### config.mk
export PLATFORM = sky130hd
export DESIGN_NAME = buck_seq
export DESIGN_NICKNAME = d
export VERILOG_FILES = /design/src/verilog/buck_seq.v
export VERILOG_INCLUDE_DIRS = /design/src /design/src/verilog
export SDC_FILE = /design/constraint.sdc
export NUM_CORES = 1
export LEC_CHECK = 0
export CORE_MARGIN = 1
export CORE_UTILIZATION = 60
export DETAILED_ROUTE_END_ITERATION = 8
export DONT_BUFFER_PORTS = 1
export MAX_ROUTING_LAYER = met4
export PLACE_DENSITY = 0.8
export SYNTH_ARGS = -nofsm -noshare
export SYNTH_HDL_FRONTEND = slang
export SYNTH_SLANG_ARGS = --single-unit
### constraint.sdc
create_clock -name aclk -period 7.3 [get_ports aclk]
set_clock_uncertainty 0.2 [all_clocks]
set_input_delay 0.73 -clock aclk [delete_from_list [all_inputs] [get_ports aclk]]
set_output_delay 0.73 -clock aclk [all_outputs]
set_load 0.01 [all_outputs]
### src/verilog/buck_seq_defs.vh
// Offsets, field positions, reset values and timing constants of the buck sequencer.
`ifndef BUCK_SEQ_DEFS_VH
`define BUCK_SEQ_DEFS_VH
// ----------------------------------------
// Register byte offsets
// ----------------------------------------
`define REG_CTRL 8'h00
`define REG_OPER 8'h04
`define REG_RISE 8'h08
`define REG_FALL 8'h0C
`define REG_TARGET 8'h10
`define REG_OC_FLT 8'h14
`define REG_OC_WRN 8'h18
`define REG_OC_RESP 8'h1C
`define REG_TRIM 8'h20
`define REG_OPTIONS 8'h24
`define REG_STATUS 8'h28
`define REG_IOUT 8'h2C
`define REG_MASK 8'h30
// ----------------------------------------
// Fields and reset values
// ----------------------------------------
`define CTRL_SOFTSTOP_BIT 0
`define OPER_ON_BIT 6
`define OPT_NEGDIS_BIT 0
`define RESP_LATCH 2'h0
`define RESP_HICCUP 2'h1
`define ST_OCF_BIT 0
`define ST_OCW_BIT 1
`define ST_OVW_BIT 2
`define ST_SHARE_BIT 3
`define ST_NEG_BIT 4
`define RST_CTRL 1'h1
`define RST_OPER 8'h80
`define RST_RISE 3'h0
`define RST_FALL 3'h0
`define RST_TARGET 12'h133
`define RST_OC_FLT 12'hC00
`define RST_OC_WRN 12'hA00
`define RST_RESP 2'h0
`define RST_MASK 1'h0
// ----------------------------------------
// Timing and thresholds
// ----------------------------------------
`define CLK_MHZ 200
`define UNIT_MS 1
`define MIN_OFF_NS 150
`define OC_CONSEC 3
`define PB_PULSES 128
`define HICCUP_RISES 7
`define OVW_NUM 21
`define OVW_DEN 20
`endif

### src/verilog/buck_seq.v
// Soft-start, soft-stop, current telemetry and overcurrent sequencer of a buck converter.
// ----------------------------------------
// ----------------------------------------
`timescale 1ns/1ps
`include "buck_seq_defs.vh"
module buck_seq #(
  parameter MS_CYCLES = `UNIT_MS * 1000 * `CLK_MHZ,
  parameter PERIOD = 400
) (
  input wire aclk,
  input wire aresetn,
  input wire [7:0] s_axi_awaddr,
  input wire [2:0] s_axi_awprot,
  input wire s_axi_awvalid,
  output reg s_axi_awready,
  input wire [31:0] s_axi_wdata,
  input wire [3:0] s_axi_wstrb,
  input wire s_axi_wvalid,
  output reg s_axi_wready,
  output reg [1:0] s_axi_bresp,
  output reg s_axi_bvalid,
  input wire s_axi_bready,
  input wire [7:0] s_axi_araddr,
  input wire [2:0] s_axi_arprot,
  input wire s_axi_arvalid,
  output reg s_axi_arready,
  output reg [31:0] s_axi_rdata,
  output reg [1:0] s_axi_rresp,
  output reg s_axi_rvalid,
  input wire s_axi_rready,
  input wire control_pin,
  input wire shared_loop_line_i,
  output reg shared_loop_line_o,
  output reg shared_loop_line_oe,
  input wire hs_limit_cmp,
  input wire neg_limit_cmp,
  input wire ov_cmp,
  input wire [11:0] feedback_input,
  input wire [11:0] isense_code,
  input wire [9:0] duty_code,
  output reg [11:0] ref_code,
  output reg hs_gate,
  output reg ls_gate,
  output reg ov_warning,
  output reg alert_n
);
  localparam S_OFF = 3'd0;
  localparam S_SS = 3'd1;
  localparam S_RUN = 3'd2;
  localparam S_STOP = 3'd3;
  localparam S_HIC = 3'd4;
  localparam S_LATCH = 3'd5;
  localparam [9:0] MIN_OFF = (`MIN_OFF_NS * `CLK_MHZ + 999) / 1000;
  localparam [9:0] LAST = PERIOD - 1;
  // ----------------------------------------
  // Pin synchronisers
  // ----------------------------------------
  wire [4:0] pin_raw;
  wire [4:0] pin_q;
  assign pin_raw = {ov_cmp, neg_limit_cmp, hs_limit_cmp, shared_loop_line_i, control_pin};
  genvar gi;
  generate
    for (gi = 0; gi < 5; gi = gi + 1) begin : g_sync
      reg s1_q, s2_q, s3_q, out_q;
      always @(posedge aclk) begin
        s1_q <= pin_raw[gi];
        s2_q <= s1_q;
        s3_q <= s2_q;
        if (!aresetn) begin
          out_q <= (gi == 1) ? 1'b1 : 1'b0;
        end else if (s2_q == s3_q) begin
          out_q <= s3_q;
        end
      end
      assign pin_q[gi] = out_q;
    end
  endgenerate
  wire ctl_s, share_s, hsl_s, neg_s, ov_s;
  assign {ov_s, neg_s, hsl_s, share_s, ctl_s} = pin_q;
  // ----------------------------------------
  // Registers
  // ----------------------------------------
  reg ctrl_q, negdis_q, mask_q;
  reg [7:0] oper_q;
  reg [2:0] rise_q, fall_q, state_q;
  reg [11:0] target_q, ocf_q, ocw_q, trim_q;
  reg [1:0] resp_q;
  reg [4:0] sticky_q;
  reg [14:0] avg_q;
  wire [4:0] ev;
  wire wr_go = s_axi_awvalid & s_axi_wvalid & ~s_axi_bvalid;
  wire [4:0] w1c = (wr_go && s_axi_awaddr == `REG_STATUS) ? s_axi_wdata[4:0] : 5'h00;
  function wr_ok;
    input [7:0] a;
    begin
      wr_ok = (a <= `REG_MASK) && (a[1:0] == 2'h0) && (a != `REG_IOUT);
    end
  endfunction
  always @(posedge aclk) begin
    if (!aresetn) begin
      s_axi_awready <= 1'b0;
      s_axi_wready <= 1'b0;
      s_axi_bvalid <= 1'b0;
      s_axi_bresp <= 2'h0;
      ctrl_q <= `RST_CTRL;
      oper_q <= `RST_OPER;
      rise_q <= `RST_RISE;
      fall_q <= `RST_FALL;
      target_q <= `RST_TARGET;
      ocf_q <= `RST_OC_FLT;
      ocw_q <= `RST_OC_WRN;
      resp_q <= `RST_RESP;
      trim_q <= 12'h000;
      negdis_q <= 1'b0;
      mask_q <= `RST_MASK;
      sticky_q <= 5'h00;
    end else begin
      s_axi_awready <= wr_go;
      s_axi_wready <= wr_go;
      // A clear that meets a new event in the same cycle loses to the event.
      sticky_q <= (sticky_q & ~w1c) | ev;
      if (s_axi_bvalid && s_axi_bready) begin
        s_axi_bvalid <= 1'b0;
      end
      if (wr_go) begin
        s_axi_bvalid <= 1'b1;
        s_axi_bresp <= wr_ok(s_axi_awaddr) ? 2'h0 : 2'h2;
        if (s_axi_wstrb[0]) begin
          case (s_axi_awaddr)
            `REG_CTRL: ctrl_q <= s_axi_wdata[`CTRL_SOFTSTOP_BIT];
            `REG_OPER: oper_q <= s_axi_wdata[7:0];
            `REG_RISE: rise_q <= s_axi_wdata[2:0];
            `REG_FALL: fall_q <= s_axi_wdata[2:0];
            `REG_OC_RESP: resp_q <= s_axi_wdata[1:0];
            `REG_OPTIONS: negdis_q <= s_axi_wdata[`OPT_NEGDIS_BIT];
            `REG_MASK: mask_q <= s_axi_wdata[0];
            default: ;
          endcase
        end
        if (s_axi_wstrb[0] && s_axi_wstrb[1]) begin
          case (s_axi_awaddr)
            `REG_TARGET: target_q <= s_axi_wdata[11:0];
            `REG_OC_FLT: ocf_q <= s_axi_wdata[11:0];
            `REG_OC_WRN: ocw_q <= s_axi_wdata[11:0];
            `REG_TRIM: trim_q <= s_axi_wdata[11:0];
            default: ;
          endcase
        end
      end
    end
  end
  always @(posedge aclk) begin
    if (!aresetn) begin
      s_axi_arready <= 1'b0;
      s_axi_rvalid <= 1'b0;
      s_axi_rdata <= 32'h00000000;
      s_axi_rresp <= 2'h0;
    end else begin
      s_axi_arready <= s_axi_arvalid & ~s_axi_rvalid & ~s_axi_arready;
      if (s_axi_rvalid && s_axi_rready) begin
        s_axi_rvalid <= 1'b0;
      end
      if (s_axi_arvalid && !s_axi_rvalid && !s_axi_arready) begin
        s_axi_rvalid <= 1'b1;
        s_axi_rresp <= (s_axi_araddr <= `REG_MASK && s_axi_araddr[1:0] == 2'h0) ? 2'h0 : 2'h2;
        case (s_axi_araddr)
          `REG_CTRL: s_axi_rdata <= {31'h0, ctrl_q};
          `REG_OPER: s_axi_rdata <= {24'h0, oper_q};
          `REG_RISE: s_axi_rdata <= {29'h0, rise_q};
          `REG_FALL: s_axi_rdata <= {29'h0, fall_q};
          `REG_TARGET: s_axi_rdata <= {20'h0, target_q};
          `REG_OC_FLT: s_axi_rdata <= {20'h0, ocf_q};
          `REG_OC_WRN: s_axi_rdata <= {20'h0, ocw_q};
          `REG_OC_RESP: s_axi_rdata <= {30'h0, resp_q};
          `REG_TRIM: s_axi_rdata <= {20'h0, trim_q};
          `REG_OPTIONS: s_axi_rdata <= {31'h0, negdis_q};
          `REG_STATUS: s_axi_rdata <= {21'h0, state_q, 3'h0, sticky_q};
          `REG_IOUT: s_axi_rdata <= {20'h0, avg_q[14:3]};
          `REG_MASK: s_axi_rdata <= {31'h0, mask_q};
          default: s_axi_rdata <= 32'h00000000;
        endcase
      end
    end
  end
  // ----------------------------------------
  // Ramp timing
  // ----------------------------------------
  function [6:0] ms_of;
    input [2:0] sel;
    begin
      case (sel)
        3'd0: ms_of = 7'd1;
        3'd1: ms_of = 7'd2;
        3'd2: ms_of = 7'd5;
        3'd3: ms_of = 7'd10;
        3'd4: ms_of = 7'd20;
        3'd5: ms_of = 7'd50;
        default: ms_of = 7'd100;
      endcase
    end
  endfunction
  // The zero fall setting already maps to the fastest one millisecond stop.
  wire [31:0] rise_cyc = MS_CYCLES * ms_of(rise_q);
  wire [31:0] fall_cyc = MS_CYCLES * ms_of(fall_q);
  wire [31:0] hic_cyc = rise_cyc * `HICCUP_RISES;
  // ----------------------------------------
  // Sequencer and gate drive
  // ----------------------------------------
  reg [31:0] acc_q, hic_q;
  reg [9:0] cyc_q;
  reg [7:0] pb_q;
  reg [1:0] occ_q;
  reg pulses_q, hs_cut_q, neg_cut_q, skip_q, oc_seen_q, ocf_ev, ocw_ev;
  wire on_req = ctl_s & oper_q[`OPER_ON_BIT];
  wire flt = (state_q == S_HIC) || (state_q == S_LATCH) || ov_s;
  wire partner = ~share_s & ~shared_loop_line_oe;
  wire cyc_end = (cyc_q == LAST);
  wire hs_win = (cyc_q < duty_code);
  wire [9:0] lt = cyc_q - duty_code;
  wire [9:0] mid = duty_code + ((LAST - duty_code) >> 1);
  wire sw_en = ((state_q == S_SS && pulses_q) || state_q == S_RUN || state_q == S_STOP) && !flt && !partner;
  wire pb_ok = (pb_q == `PB_PULSES) || ({2'b00, lt[7:0]} < {2'b00, pb_q}) && (lt[9:8] == 2'b00);
  wire neg_on = !negdis_q && state_q != S_STOP;
  wire neg_end = (cyc_q >= PERIOD - MIN_OFF);
  wire neg_ok = !neg_on || neg_end || ((lt < MIN_OFF) ? !skip_q : (!neg_cut_q && !neg_s));
  wire hs_d = sw_en && hs_win && !hs_cut_q && !hsl_s;
  wire ls_d = ov_s || (sw_en && !hs_win && pb_ok && neg_ok);
  wire [12:0] samp_s = {1'b0, isense_code} + {trim_q[11], trim_q};
  wire [11:0] samp = samp_s[12] ? (trim_q[11] ? 12'h000 : 12'hFFF) : samp_s[11:0];
  wire [15:0] avg_next = {1'b0, avg_q} - {4'h0, avg_q[14:3]} + {4'h0, samp};
  assign ev = {neg_s & neg_on & ~hs_win, partner, ov_warning, ocw_ev, ocf_ev};
  always @(posedge aclk) begin
    if (!aresetn) begin
      state_q <= S_OFF;
      acc_q <= 32'h00000000;
      hic_q <= 32'h00000000;
      cyc_q <= 10'h000;
      pb_q <= 8'h00;
      occ_q <= 2'h0;
      pulses_q <= 1'b0;
      hs_cut_q <= 1'b0;
      neg_cut_q <= 1'b0;
      skip_q <= 1'b0;
      oc_seen_q <= 1'b0;
      ocf_ev <= 1'b0;
      ocw_ev <= 1'b0;
      avg_q <= 15'h0000;
      ref_code <= 12'h000;
      hs_gate <= 1'b0;
      ls_gate <= 1'b0;
      ov_warning <= 1'b0;
      alert_n <= 1'b1;
      shared_loop_line_o <= 1'b0;
      shared_loop_line_oe <= 1'b0;
    end else begin
      hs_gate <= hs_d;
      ls_gate <= ls_d;
      shared_loop_line_o <= 1'b0;
      shared_loop_line_oe <= flt;
      // Both products are formed at full integer width, so a high feedback code cannot wrap.
      ov_warning <= (feedback_input * `OVW_DEN > target_q * `OVW_NUM);
      alert_n <= ~(sticky_q[`ST_OCF_BIT] & ~mask_q);
      ocf_ev <= 1'b0;
      ocw_ev <= 1'b0;
      cyc_q <= cyc_end ? 10'h000 : cyc_q + 10'h001;
      if (hs_win && hsl_s) begin
        hs_cut_q <= 1'b1;
        oc_seen_q <= 1'b1;
      end
      if (!hs_win && neg_s && neg_on) begin
        neg_cut_q <= 1'b1;
      end
      if (neg_on && lt == MIN_OFF - 10'h001 && !hs_win) begin
        skip_q <= neg_s;
      end
      if (cyc_q == mid) begin
        avg_q <= avg_next[14:0];
        if (sw_en && samp > ocf_q) begin
          oc_seen_q <= 1'b1;
        end
        if (samp > ocw_q) begin
          ocw_ev <= 1'b1;
        end
      end
      if (cyc_end) begin
        hs_cut_q <= 1'b0;
        neg_cut_q <= 1'b0;
        oc_seen_q <= 1'b0;
        if (pulses_q && pb_q != `PB_PULSES) begin
          pb_q <= pb_q + 8'h01;
        end
        if (!sw_en || !oc_seen_q) begin
          occ_q <= 2'h0;
        end else if (occ_q == `OC_CONSEC - 1) begin
          occ_q <= 2'h0;
          ocf_ev <= 1'b1;
          if (resp_q == `RESP_LATCH) begin
            state_q <= S_LATCH;
          end else if (resp_q == `RESP_HICCUP) begin
            state_q <= S_HIC;
            hic_q <= 32'h00000000;
          end
          // Other policy codes flag the fault in ocf_ev but keep switching.
        end else begin
          occ_q <= occ_q + 2'h1;
        end
      end
      case (state_q)
        S_OFF: begin
          ref_code <= 12'h000;
          acc_q <= 32'h00000000;
          pulses_q <= 1'b0;
          pb_q <= 8'h00;
          if (on_req && !partner) begin
            state_q <= S_SS;
          end
        end
        S_SS: begin
          if (acc_q + target_q >= rise_cyc) begin
            acc_q <= acc_q + target_q - rise_cyc;
            if (ref_code != target_q) begin
              ref_code <= ref_code + 12'h001;
            end
          end else begin
            acc_q <= acc_q + target_q;
          end
          if (ref_code > feedback_input) begin
            pulses_q <= 1'b1;
          end
          if (ref_code == target_q) begin
            pulses_q <= 1'b1;
            state_q <= S_RUN;
          end
          if (!on_req) begin
            state_q <= ctrl_q ? S_STOP : S_OFF;
          end
        end
        S_RUN: begin
          acc_q <= 32'h00000000;
          if (!on_req) begin
            state_q <= ctrl_q ? S_STOP : S_OFF;
          end
        end
        S_STOP: begin
          if (ref_code == 12'h000) begin
            state_q <= S_OFF;
          end else if (acc_q + target_q >= fall_cyc) begin
            acc_q <= acc_q + target_q - fall_cyc;
            ref_code <= ref_code - 12'h001;
          end else begin
            acc_q <= acc_q + target_q;
          end
        end
        S_HIC: begin
          ref_code <= 12'h000;
          hic_q <= hic_q + 32'h00000001;
          if (hic_q >= hic_cyc - 32'h00000001) begin
            state_q <= S_OFF;
          end
        end
        S_LATCH: begin
          ref_code <= 12'h000;
          if (!on_req) begin
            state_q <= S_OFF;
          end
        end
        default: state_q <= S_OFF;
      endcase
    end
  end
endmodule // buck_seq

==> Word-level counts from Yosys, hierarchy flattened <==
Index checks and enable logic that the tools add are counted.
{ "totals": {"reg_bits": 258, "word_cells": 320} }
{ "classes": {"add_sub_neg": 16, "mul": 5, "n_lt_le_gt_ge": 13, "n_eq_ne": 61, "mux": 52, "bitwise": 22, "n_reduce_logical": 92} }
{ "op_table": {"columns": ["operator", "n"], "rows": [
  ["$mux W32", 9],
  ["$pmux W12 S13", 1],
  ["$pmux W32 S3", 1],
  ["$pmux W7 S6", 2],
  ["$eq A8 B6 Y1 const B", 9],
  ["$mux W12", 6],
  ["$eq A8 B5 Y1 const B", 8],
  ["$ge A32 B25 Y1", 2],
  ["$sub A32 B25 Y32", 2],
  ["$mul A12 B7 Y19 const A", 2],
  ["$gt A12 B12 Y1", 3],
  ["$mux W3", 12],
  ["$pmux W12 S3", 1],
  ["$reduce_and A3 Y1", 11],
  ["$add A32 B1 Y32 const B", 1],
  ["$add A32 B12 Y32", 1],
  ["$eq A8 B4 Y1 const B", 4],
  ["$ge A32 B32 Y1", 1],
  ["$logic_and A1 B1 Y1", 29],
  ["$sub A28 B1 Y29 const B", 1],
  ["$mul A19 B3 Y22 const B", 1],
  ["$eq A3 B2 Y1 const B", 6],
  ["$eq A3 B3 Y1 const B", 6],
  ["$pmux W3 S6", 1],
  ["other kinds (57)", 141]
]} }

==> Longest topological paths before layout <==
Gate-level depths: netlist (run 1).
{ "logic_depth": {"ltp_word": 13, "ltp_mapped": 37} }

==> Worst setup path after synthesis (run 1) <==
OpenSTA, ideal clock, no wires.
{ "synth_path": {"kind": "register to register", "from": "register rise_q[0]", "to": "register state_q[0]", "setup_time_ps": 75, "arrival_time_ps": 7473, "slack_ps": -448, "stages_incl_launch_ff": 34, "n_path_buf": 1, "period_less_slack_ps": 7748, "path_cell_list": "dfxtp_1 -> clkbuf_1 -> nand2_1 -> inv_1 -> nor2_1 -> ha_1 -> ha_1 -> fa_1 -> ha_1 -> ha_1 -> o21a_1 -> nor2b_1 -> o21a_1 -> nor2_1 -> xor2_1 -> inv_1 -> fa_1 -> ha_1 -> a21oi_1 -> o21ai_0 -> a211oi_1 -> o21ai_0 -> a31oi_1 -> nor2_1 -> o311ai_0 -> and2_1 -> nand3_1 -> xnor2_1 -> ha_1 -> a2111oi_0 -> o21ai_0 -> o221ai_1 -> a41oi_1 -> o22ai_1"} }
{ "synth_between": {"elab_chain_cells": 8, "elab_cells_between_ends": 13, "classes_between": "add/sub: 1; mul: 2; order compare: 1; eq/ne: 5; mux: 3; reduce/logical: 1"} }
{ "synth_lines": {"columns": ["item", "line", "source"], "rows": [
  ["from (decl)", "buck_seq.v:85", "reg [2:0] rise_q, fall_q, state_q;"],
  ["from (signal assigned)", "buck_seq.v:107", "rise_q <= `RST_RISE;"],
  ["from (signal assigned)", "buck_seq.v:132", "`REG_RISE: rise_q <= s_axi_wdata[2:0];"],
  ["$eq A3 B3 Y1 (tied with other cells)", "buck_seq.v:191", "case (sel)"],
  ["$pmux W7 S6 (*)", "buck_seq.v:191", null],
  ["$mul A12 B7 Y19 (*)", "buck_seq.v:203", "wire [31:0] rise_cyc = MS_CYCLES * ms_of(rise_q);"],
  ["$mul A19 B3 Y22 (no line) (*)", null, null],
  ["$sub A28 B1 Y29 (*)", "buck_seq.v:357", "if (hic_q >= hic_cyc - 32'h00000001) begin"],
  ["$ge A32 B32 Y1 (*)", "buck_seq.v:357", null],
  ["$mux W3 (*)", "buck_seq.v:357", null],
  ["$pmux W3 S6 (*)", "buck_seq.v:308", "case (state_q)"],
  ["to (signal assigned)", "buck_seq.v:335", "state_q <= ctrl_q ? S_STOP : S_OFF;"],
  ["to (signal assigned)", "buck_seq.v:341", "state_q <= ctrl_q ? S_STOP : S_OFF;"],
  ["to (decl)", "buck_seq.v:85", null]
]} }
Mark *: on every way between the ends. The rest lies on a longest branch, timed or not.
A chain may end at the register's enable or synchronous reset.

==> Worst setup path in the final report (run 1) <==
Same ends and word-level chain as after synthesis.

==> key figures, run 1 <==
GRT
  – GRT Overall Usage: 34.3%
  – Via count of the first global-routing pass: 21200
  – GR Overflow Total: 0
  – First-pass GRT wire length: 106 mm
  – Largest net degree at the start of global routing: 75
  – Initial antenna violation count: 1

Clock network
  – Worst skew pair latency: 0.55 ns
  – CTS buffer count: 26
  – H-tree depth: 1
  – CTS tree: built
  – Clk buf depth: 3
  – Clk root buf: clkbuf_16
  – Reg clk slew, reported paths: 0.07 ns
  – Clock Sink Count: 236

Floorplanning
  – Num rows: 72
  – Initial cell density of the core: 60.8%
  – Total core area: 38600 µm²
  – Die ar.: 39900 µm²
  – Die height: 200 µm
  – Die span in x: 200 µm
  – # IOs: 163

Synth
  – Seq/Total Area, Yosys: 20.2%
  – Mapped Cells: 2869
  – Post-synth EDFFs: 0
  – Syn. warnings: 0
  – Async SR Flop Fraction: 0%
  – Yosys cell types: 98
  – Synth area leader: dfxtp_1
  – Post-synth top area share: 20.2%
  – Synth area leaders: dfxtp_1, ha_1, xnor2_1
  – Syn Area/Cell: 8.17 µm²
  – Top FF cell, synth: dfxtp_1
  – Mapped cell area: 23400 µm²
  – Number of synthesized register bits: 236

Worst setup path
  – Slowest stage delay, CP: 0.57 ns
  – Worst path slowest cell: fa_1
  – Crit path arrival time: 7.59 ns
  – WS Path Type: register to register
  – CP Capture Type: register
  – Critical Path Most Common Cell: ha_4
  – WP data required: 7.57 ns
  – Critical Path Start Type: register
  – Crit path max fanout: 4

Timing
  – Tcrit/Tclk final: 100%
  – Min Tclk post-route: 7.32 ns
  – Final worst setup slack: -0.0170 ns
  – Worst-margin pin slew: 1.25 ns
  – Max Fclk: 137 MHz
  – Final Hold Viols: 0
  – TNS Setup: -0.0170 ns
  – Max-slew violation count: 0
  – Worst slew margin: 16.2%
  – Setup-failing EPs final: 1
  – RSZ-0062 raised after global routing: true
  – Hold WS: 0.0731 ns

Job
  – Maxcap violations: 0

Cells and area
  – Fill cells: 3076
  – Synth-to-Final Area Change: 14.1%
  – Antenna cell count: 0
  – Share of cells above drive strength 1: 13.1%
  – Final std cells w/o fill: 3537
  – Nets: 3503

Detailed routing
  – Detail Route Antenna Nets: 0
  – 1st-pass router iterations: 6
  – Initial DRC count: 1429
  – Routed len/inst: 19.3 µm
  – Via density: 6.14
  – Drc violations: 0
  – Final wirelength: 68.1 mm
  – Vias: 21700

Outcome
  – Status: finished with violations
  – Failing checks: setup timing

Pwr
  – Sw Ratio: 42.2%
  – Seq pwr share: 20.0%
  – Combinational share of power: 61.9%
  – PnR Total Power: 7.59 mW
  – Clock power frac: 18.2%
  – Leak Pwr: 12.2 nW
  – Sw power: 3.20 mW
  – Power density cells: 283 nW/µm²
  – Pint: 4.38 mW
  – Worst IR Drop VDD: 0.556 mV

Place
  – I/O Buffers: 0
  – Gpl congestion: 0.997
  – Post-Place Cells: 3461
  – Hpwl dp: 52.5 mm

Worst hold path
  – Worst hold-check path type: input pin to register
## Yosys cell counts, types with 6 or more instances
cell,number
o221ai_1,11
o21bai_1,35
nor2_1,253
mux2i_1,93
or3_1,23
nand2_1,160
a22oi_1,13
dfxtp_1,236
buf_4,24
mux2_2,8
ha_1,353
o211ai_1,18
o21a_1,27
and3_1,27
nor4_1,22
clkbuf_1,72
xnor2_1,152
o31ai_1,8
o22ai_1,8
and2_1,16
a21o_1,81
and4_1,6
inv_1,229
nor2b_1,34
nand2b_1,39
nand3_1,88
nor3_1,51
maj3_1,11
a21oi_1,226
a221oi_1,16
nand4_1,47
a31oi_1,23
nand3b_1,14
a222oi_1,10
xor2_1,100
a211oi_1,15
o211a_1,9
o21ai_0,127
fa_1,45
buf_6,6
or2_2,27
## flip-flops by register name (all words and copies together) (netlist names), 4 cells and up
register / cells
acc_q: 32
hic_q: 32
avg_q: 15
ocf_q: 12
ocw_q: 12
ref_code: 12
s_axi_rdata: 12
target_q: 12
trim_q: 12
cyc_q: 10
oper_q: 8
pb_q: 8
g_sync.s1_q: 5
g_sync.s2_q: 5
g_sync.s3_q: 5
sticky_q: 5
g_sync.out_q: 4
## worst paths after layout
| path | from | slack (ns) | endpoint | depth (start not counted) |
|---|---|---|---|---|
| worst max-delay path | rise_q[0] | -0.02 | state_q[0] | 37 |
| worst min-delay path | aresetn | 0.07 | target_q[0] | 1 |
| worst max register to register | rise_q[0] | -0.02 | state_q[0] | 37 |
| worst min register to register | g_sync[3].s1_q | 0.13 | g_sync[3].s2_q | 0 |
## final cells by class
class / count / area [µm²] / share of cell area, %
Clock buffer: 36 / 749 / 2.80
Clock inverter: 10 / 131 / 0.491
Inverter: 232 / 883 / 3.30
Multi-Input combinational cell: 2315 / 18100 / 67.6
Sequential cell: 236 / 4740 / 17.7
Tap cell: 518 / 648 / 2.42
Timing Repair Buffer: 190 / 1530 / 5.71
## power by group through the flow
stage	Sequential [mW]	Clock [mW]	Combinational, mW
final	1.52	1.38	4.69
after global routing	1.53	1.44	5.04
after CTS	1.51	1.39	4.31
after detailed placement	1.54	0	4.20
after global placement	1.53	0	4.10
after floorplan	1.49	0	3.09
## what timing repair did
item | CTS | global route
setup endpoints to repair | 29 | 40
hold buffers | 5 | 0
cloned | 0 | 1
hold endpoints to repair | 5 | 0
pin swaps | 29 | 67
gates resized for setup | 33 | 103
setup buffers | 5 | 19
## routing by layer
layer / track usage (%) / wire length [µm] / vias to the layer above
met3: 5.06 / 4430 / 209
li1: - / - / 10400
met4: 15.4 / 3150 / 0
met1: 39.0 / 27300 / 10400
met2: 59.6 / 33200 / 733
met5: - / 0 / -
## per-stage QoR
stage	utilization [%]	setup slack, ns	area, µm²
2_1_floorplan	-	0.00847	23600
3_3_place_gp	64.7	-0.204	25000
3_5_place_dp	64.7	-0.326	25000
4_1_cts	67.7	-0.00971	26100
5_1_grt	69.4	-0.300	26800
6_report	69.4	-0.0170	26800
## critical path, delay by kind of cell (launching register included)
kind | cells | cell delay, ns
buf+inv | 6 | 0.73
simple gates | 7 | 0.79
flops | 1 | 0.36
compound gates | 13 | 2.06
fa+ha+maj | 8 | 2.55
xor+xnor | 3 | 0.54
## cell usage in the layout, fill, tap and decap left out, types with 27 or more instances in the layout
cell	instances
ha_1	333
nor2_1	245
dfxtp_1	231
inv_1	219
a21oi_1	212
buf_4	174
nand2_1	157
xnor2_1	148
o21ai_0	115
xor2_1	94
mux2i_1	93
nand3_1	86
a21o_1	81
nand4_1	47
nor3_1	45
fa_1	45
nand2b_1	39
o21bai_1	33
nor2b_1	29
clkbuf_16	28
o21a_1	27
or2_2	27
conb_1	27
## kinds of logic after synthesis
| group | Yosys count | synth area share [%] |
|---|---|---|
| AOI/OAI and AO/OA | 685 | 18.8 |
| xor gates and xnor gates | 253 | 9.53 |
| adders and majority gates | 410 | 23.2 |
| buffers and inverters | 344 | 6.13 |
| DFF | 236 | 20.2 |
| muxes | 101 | 4.35 |
| other | 1 | 0.0160 |
| and+or+nand+nor | 839 | 17.8 |
No activity file was read; power rests on OpenSTA's default activity.
==> run 2: changes to the inputs <==
- CORE_ASPECT_RATIO: unset -> 1.75
==> key figures, run 2 (same netlist as run 1, synthesis figures left out) <==
Detailed routing
  – Initial DRC count: 1293 (was 1429)
  – Drc violations: 0 (unchanged)
  – Detail Route Antenna Nets: 0 (unchanged)
  – Routed len/inst: 20.4 µm (was 19.3 µm)
  – 1st-pass router iterations: 6 (unchanged)
  – Vias: 22300 (was 21700)
  – Final wirelength: 72.2 mm (was 68.1 mm)
  – Via density: 6.29 (was 6.14)

Pwr
  – Sw Ratio: 44.1% (was 42.2%)
  – Clock power frac: 17.1% (was 18.2%)
  – Seq pwr share: 20.0% (about the same)
  – Pint: 4.20 mW (was 4.38 mW)
  – Power density cells: 280 nW/µm² (was 283 nW/µm²)
  – Sw power: 3.31 mW (was 3.20 mW)
  – Worst IR Drop VDD: 0.423 mV (was 0.556 mV)
  – Leak Pwr: 12.4 nW (was 12.2 nW)
  – Combinational share of power: 62.9% (was 61.9%)

Timing
  – Max-slew violation count: 0 (unchanged)
  – RSZ-0062 raised after global routing: true (unchanged)
  – Worst-margin pin slew: 1.15 ns (was 1.25 ns)
  – Max Fclk: 136 MHz (was 137 MHz)
  – Setup-failing EPs final: 1 (unchanged)
  – TNS Setup: -0.0733 ns (was -0.0170 ns)
  – Tcrit/Tclk final: 101% (was 100%)
  – Final Hold Viols: 0 (unchanged)
  – Min Tclk post-route: 7.37 ns (was 7.32 ns)
  – Worst slew margin: 23.2% (was 16.2%)
  – Final worst setup slack: -0.0733 ns (was -0.0170 ns)

Place
  – I/O Buffers: 0 (unchanged)
  – Hpwl dp: 56.4 mm (was 52.5 mm)
  – Gpl congestion: 1.04 (was 0.997)

Clock network
  – CTS tree: built (unchanged)
  – CTS buffer count: 25 (was 26)
  – Clk root buf: clkbuf_16 (unchanged)
  – Clock Sink Count: 236 (unchanged)
  – Reg clk slew, reported paths: 0.06 ns (was 0.07 ns)
  – H-tree depth: 1 (unchanged)
  – Clk buf depth: 3 (unchanged)
  – Worst skew pair latency: 0.56 ns (was 0.55 ns)

Worst hold path
  – Worst hold-check path type: input pin to register (unchanged)

Cells and area
  – Largest registers: acc_q: 32 flops, hic_q: 32 flops, avg_q: 15 flops (unchanged)
  – Most frequent cells in the layout: ha_1, nor2_1, dfxtp_1 (unchanged)
  – Final core area utilization: 69.6% (was 69.4%)
  – Commonest non-fill, non-tap cell in the layout: ha_1 (unchanged)
  – Synth-to-Final Area Change: 14.4% (was 14.1%)
  – Share of cells above drive strength 1: 14.1% (was 13.1%)
  – Nets: 3535 (was 3503)

Floorplanning
  – Initial cell density of the core: 60.9% (was 60.8%)
  – Die ar.: 39900 µm² (about the same)
  – Die span in x: 151 µm (was 200 µm)
  – Num rows: 95 (was 72)
  – Total core area: 38500 µm² (was 38600 µm²)
  – # IOs: 163 (unchanged)
  – Die height: 263 µm (was 200 µm)

Job
  – Maxcap violations: 0 (unchanged)

Outcome
  – Failing checks: setup timing (unchanged)
  – Status: finished with violations (unchanged)

Worst setup path
  – Critical Path Start Type: register (unchanged)
  – Crit path max fanout: 4 (unchanged)
  – CP Capture Type: register (unchanged)
  – WS Path Type: register to register (unchanged)
  – Slowest stage delay, CP: 0.52 ns (was 0.57 ns)
  – Worst path slowest cell: fa_1 (unchanged)
  – WP data required: 7.58 ns (was 7.57 ns)
  – Critical Path Most Common Cell: ha_4 (unchanged)
  – Crit path arrival time: 7.65 ns (was 7.59 ns)

GRT
  – Largest net degree at the start of global routing: 94 (was 75)
  – GRT Overall Usage: 37.2% (was 34.3%)
  – Via count of the first global-routing pass: 22900 (was 21200)
  – Initial antenna violation count: 1 (unchanged)
  – GR Overflow Total: 0 (unchanged)
  – First-pass GRT wire length: 114 mm (was 106 mm)
## run 2: cell types whose count changed in the layout (fill, tap and decap cells not counted), moves of 3 or more
| cell | delta |
|---|---|
| buf_4 | +35 |
| ha_4 | -6 |
| ha_1 | +5 |
| o21ai_1 | -5 |
| clkbuf_16 | -3 |
| clkinvlp_4 | +3 |
| o21ai_0 | +3 |
| xnor2_1 | -3 |
## run 2: timing repair
item                       in CTS  in global routing
hold buffers                    5                  0
setup buffers                  11                  8
hold endpoints to repair        5                  0
gates resized for setup        54                 83
pin swaps                      39                 53
setup endpoints to repair      39                 40
## run 2: metal layers
metal | GRT usage [%] | vias up | routed length, µm
met3 | 5.22 | 400 | 3960
met5 | - | - | 0
met2 | 65.7 | 842 | 36900
li1 | - | 10500 | -
met1 | 35.0 | 10500 | 24400
met4 | 30.5 | 0 | 7050
## run 2: final timing paths
check	startpoint	depth (start not counted)	slack [ns]	end
worst max register to register	rise_q[2]	35	-0.07	state_q[2]
worst min-delay path	aresetn	1	0.08	oper_q[7]
worst min register to register	g_sync[1].s1_q	0	0.13	g_sync[1].s2_q
worst max-delay path	rise_q[2]	35	-0.07	state_q[2]
## run 2: power groups by stage
stage	Clock (mW)	Combinational, mW	Sequential, mW
2_1_floorplan	0	3.09	1.49
3_3_place_gp	0	4.09	1.52
3_5_place_dp	0	4.19	1.53
4_1_cts	1.29	4.35	1.50
5_1_grt	1.34	5.09	1.51
6_report	1.28	4.72	1.50
## run 2: layout make-up
cell class,count,area [µm²]
Clock buffer,32,682
Fill cell,3107,11700
Tap cell,485,607
Sequential cell,236,4740
Clock inverter,14,121
Inverter,232,883
Multi-Input combinational cell,2315,18000
Timing Repair Buffer,223,1740
Antenna cell,1,2.50
## run 2: worst max-delay path, delay by kind of cell, from the launching register on
kind                       cells  cell delay (ns)
buffers and inverters          5             0.52
and+or+nand+nor                9             1.27
DFF                            1             0.39
adders and majority gates      8             2.61
xor gates and xnor gates       3             0.54
AOI/OAI and AO/OA             10             1.76
## run 2: stage by stage
stage	hold slack (ns)	power, mW	cell area (µm²)	setup slack (ns)	cells
floorplan	0.110	4.58	23600	0.00847	2895
global placement	0.115	5.61	25200	-0.364	3467
detailed placement	0.117	5.71	25200	-0.532	3467
CTS	0.0481	7.14	26400	-0.0521	3529
global route	0.0520	7.93	26800	-0.453	3538
finish	0.0820	7.51	26800	-0.0733	3538
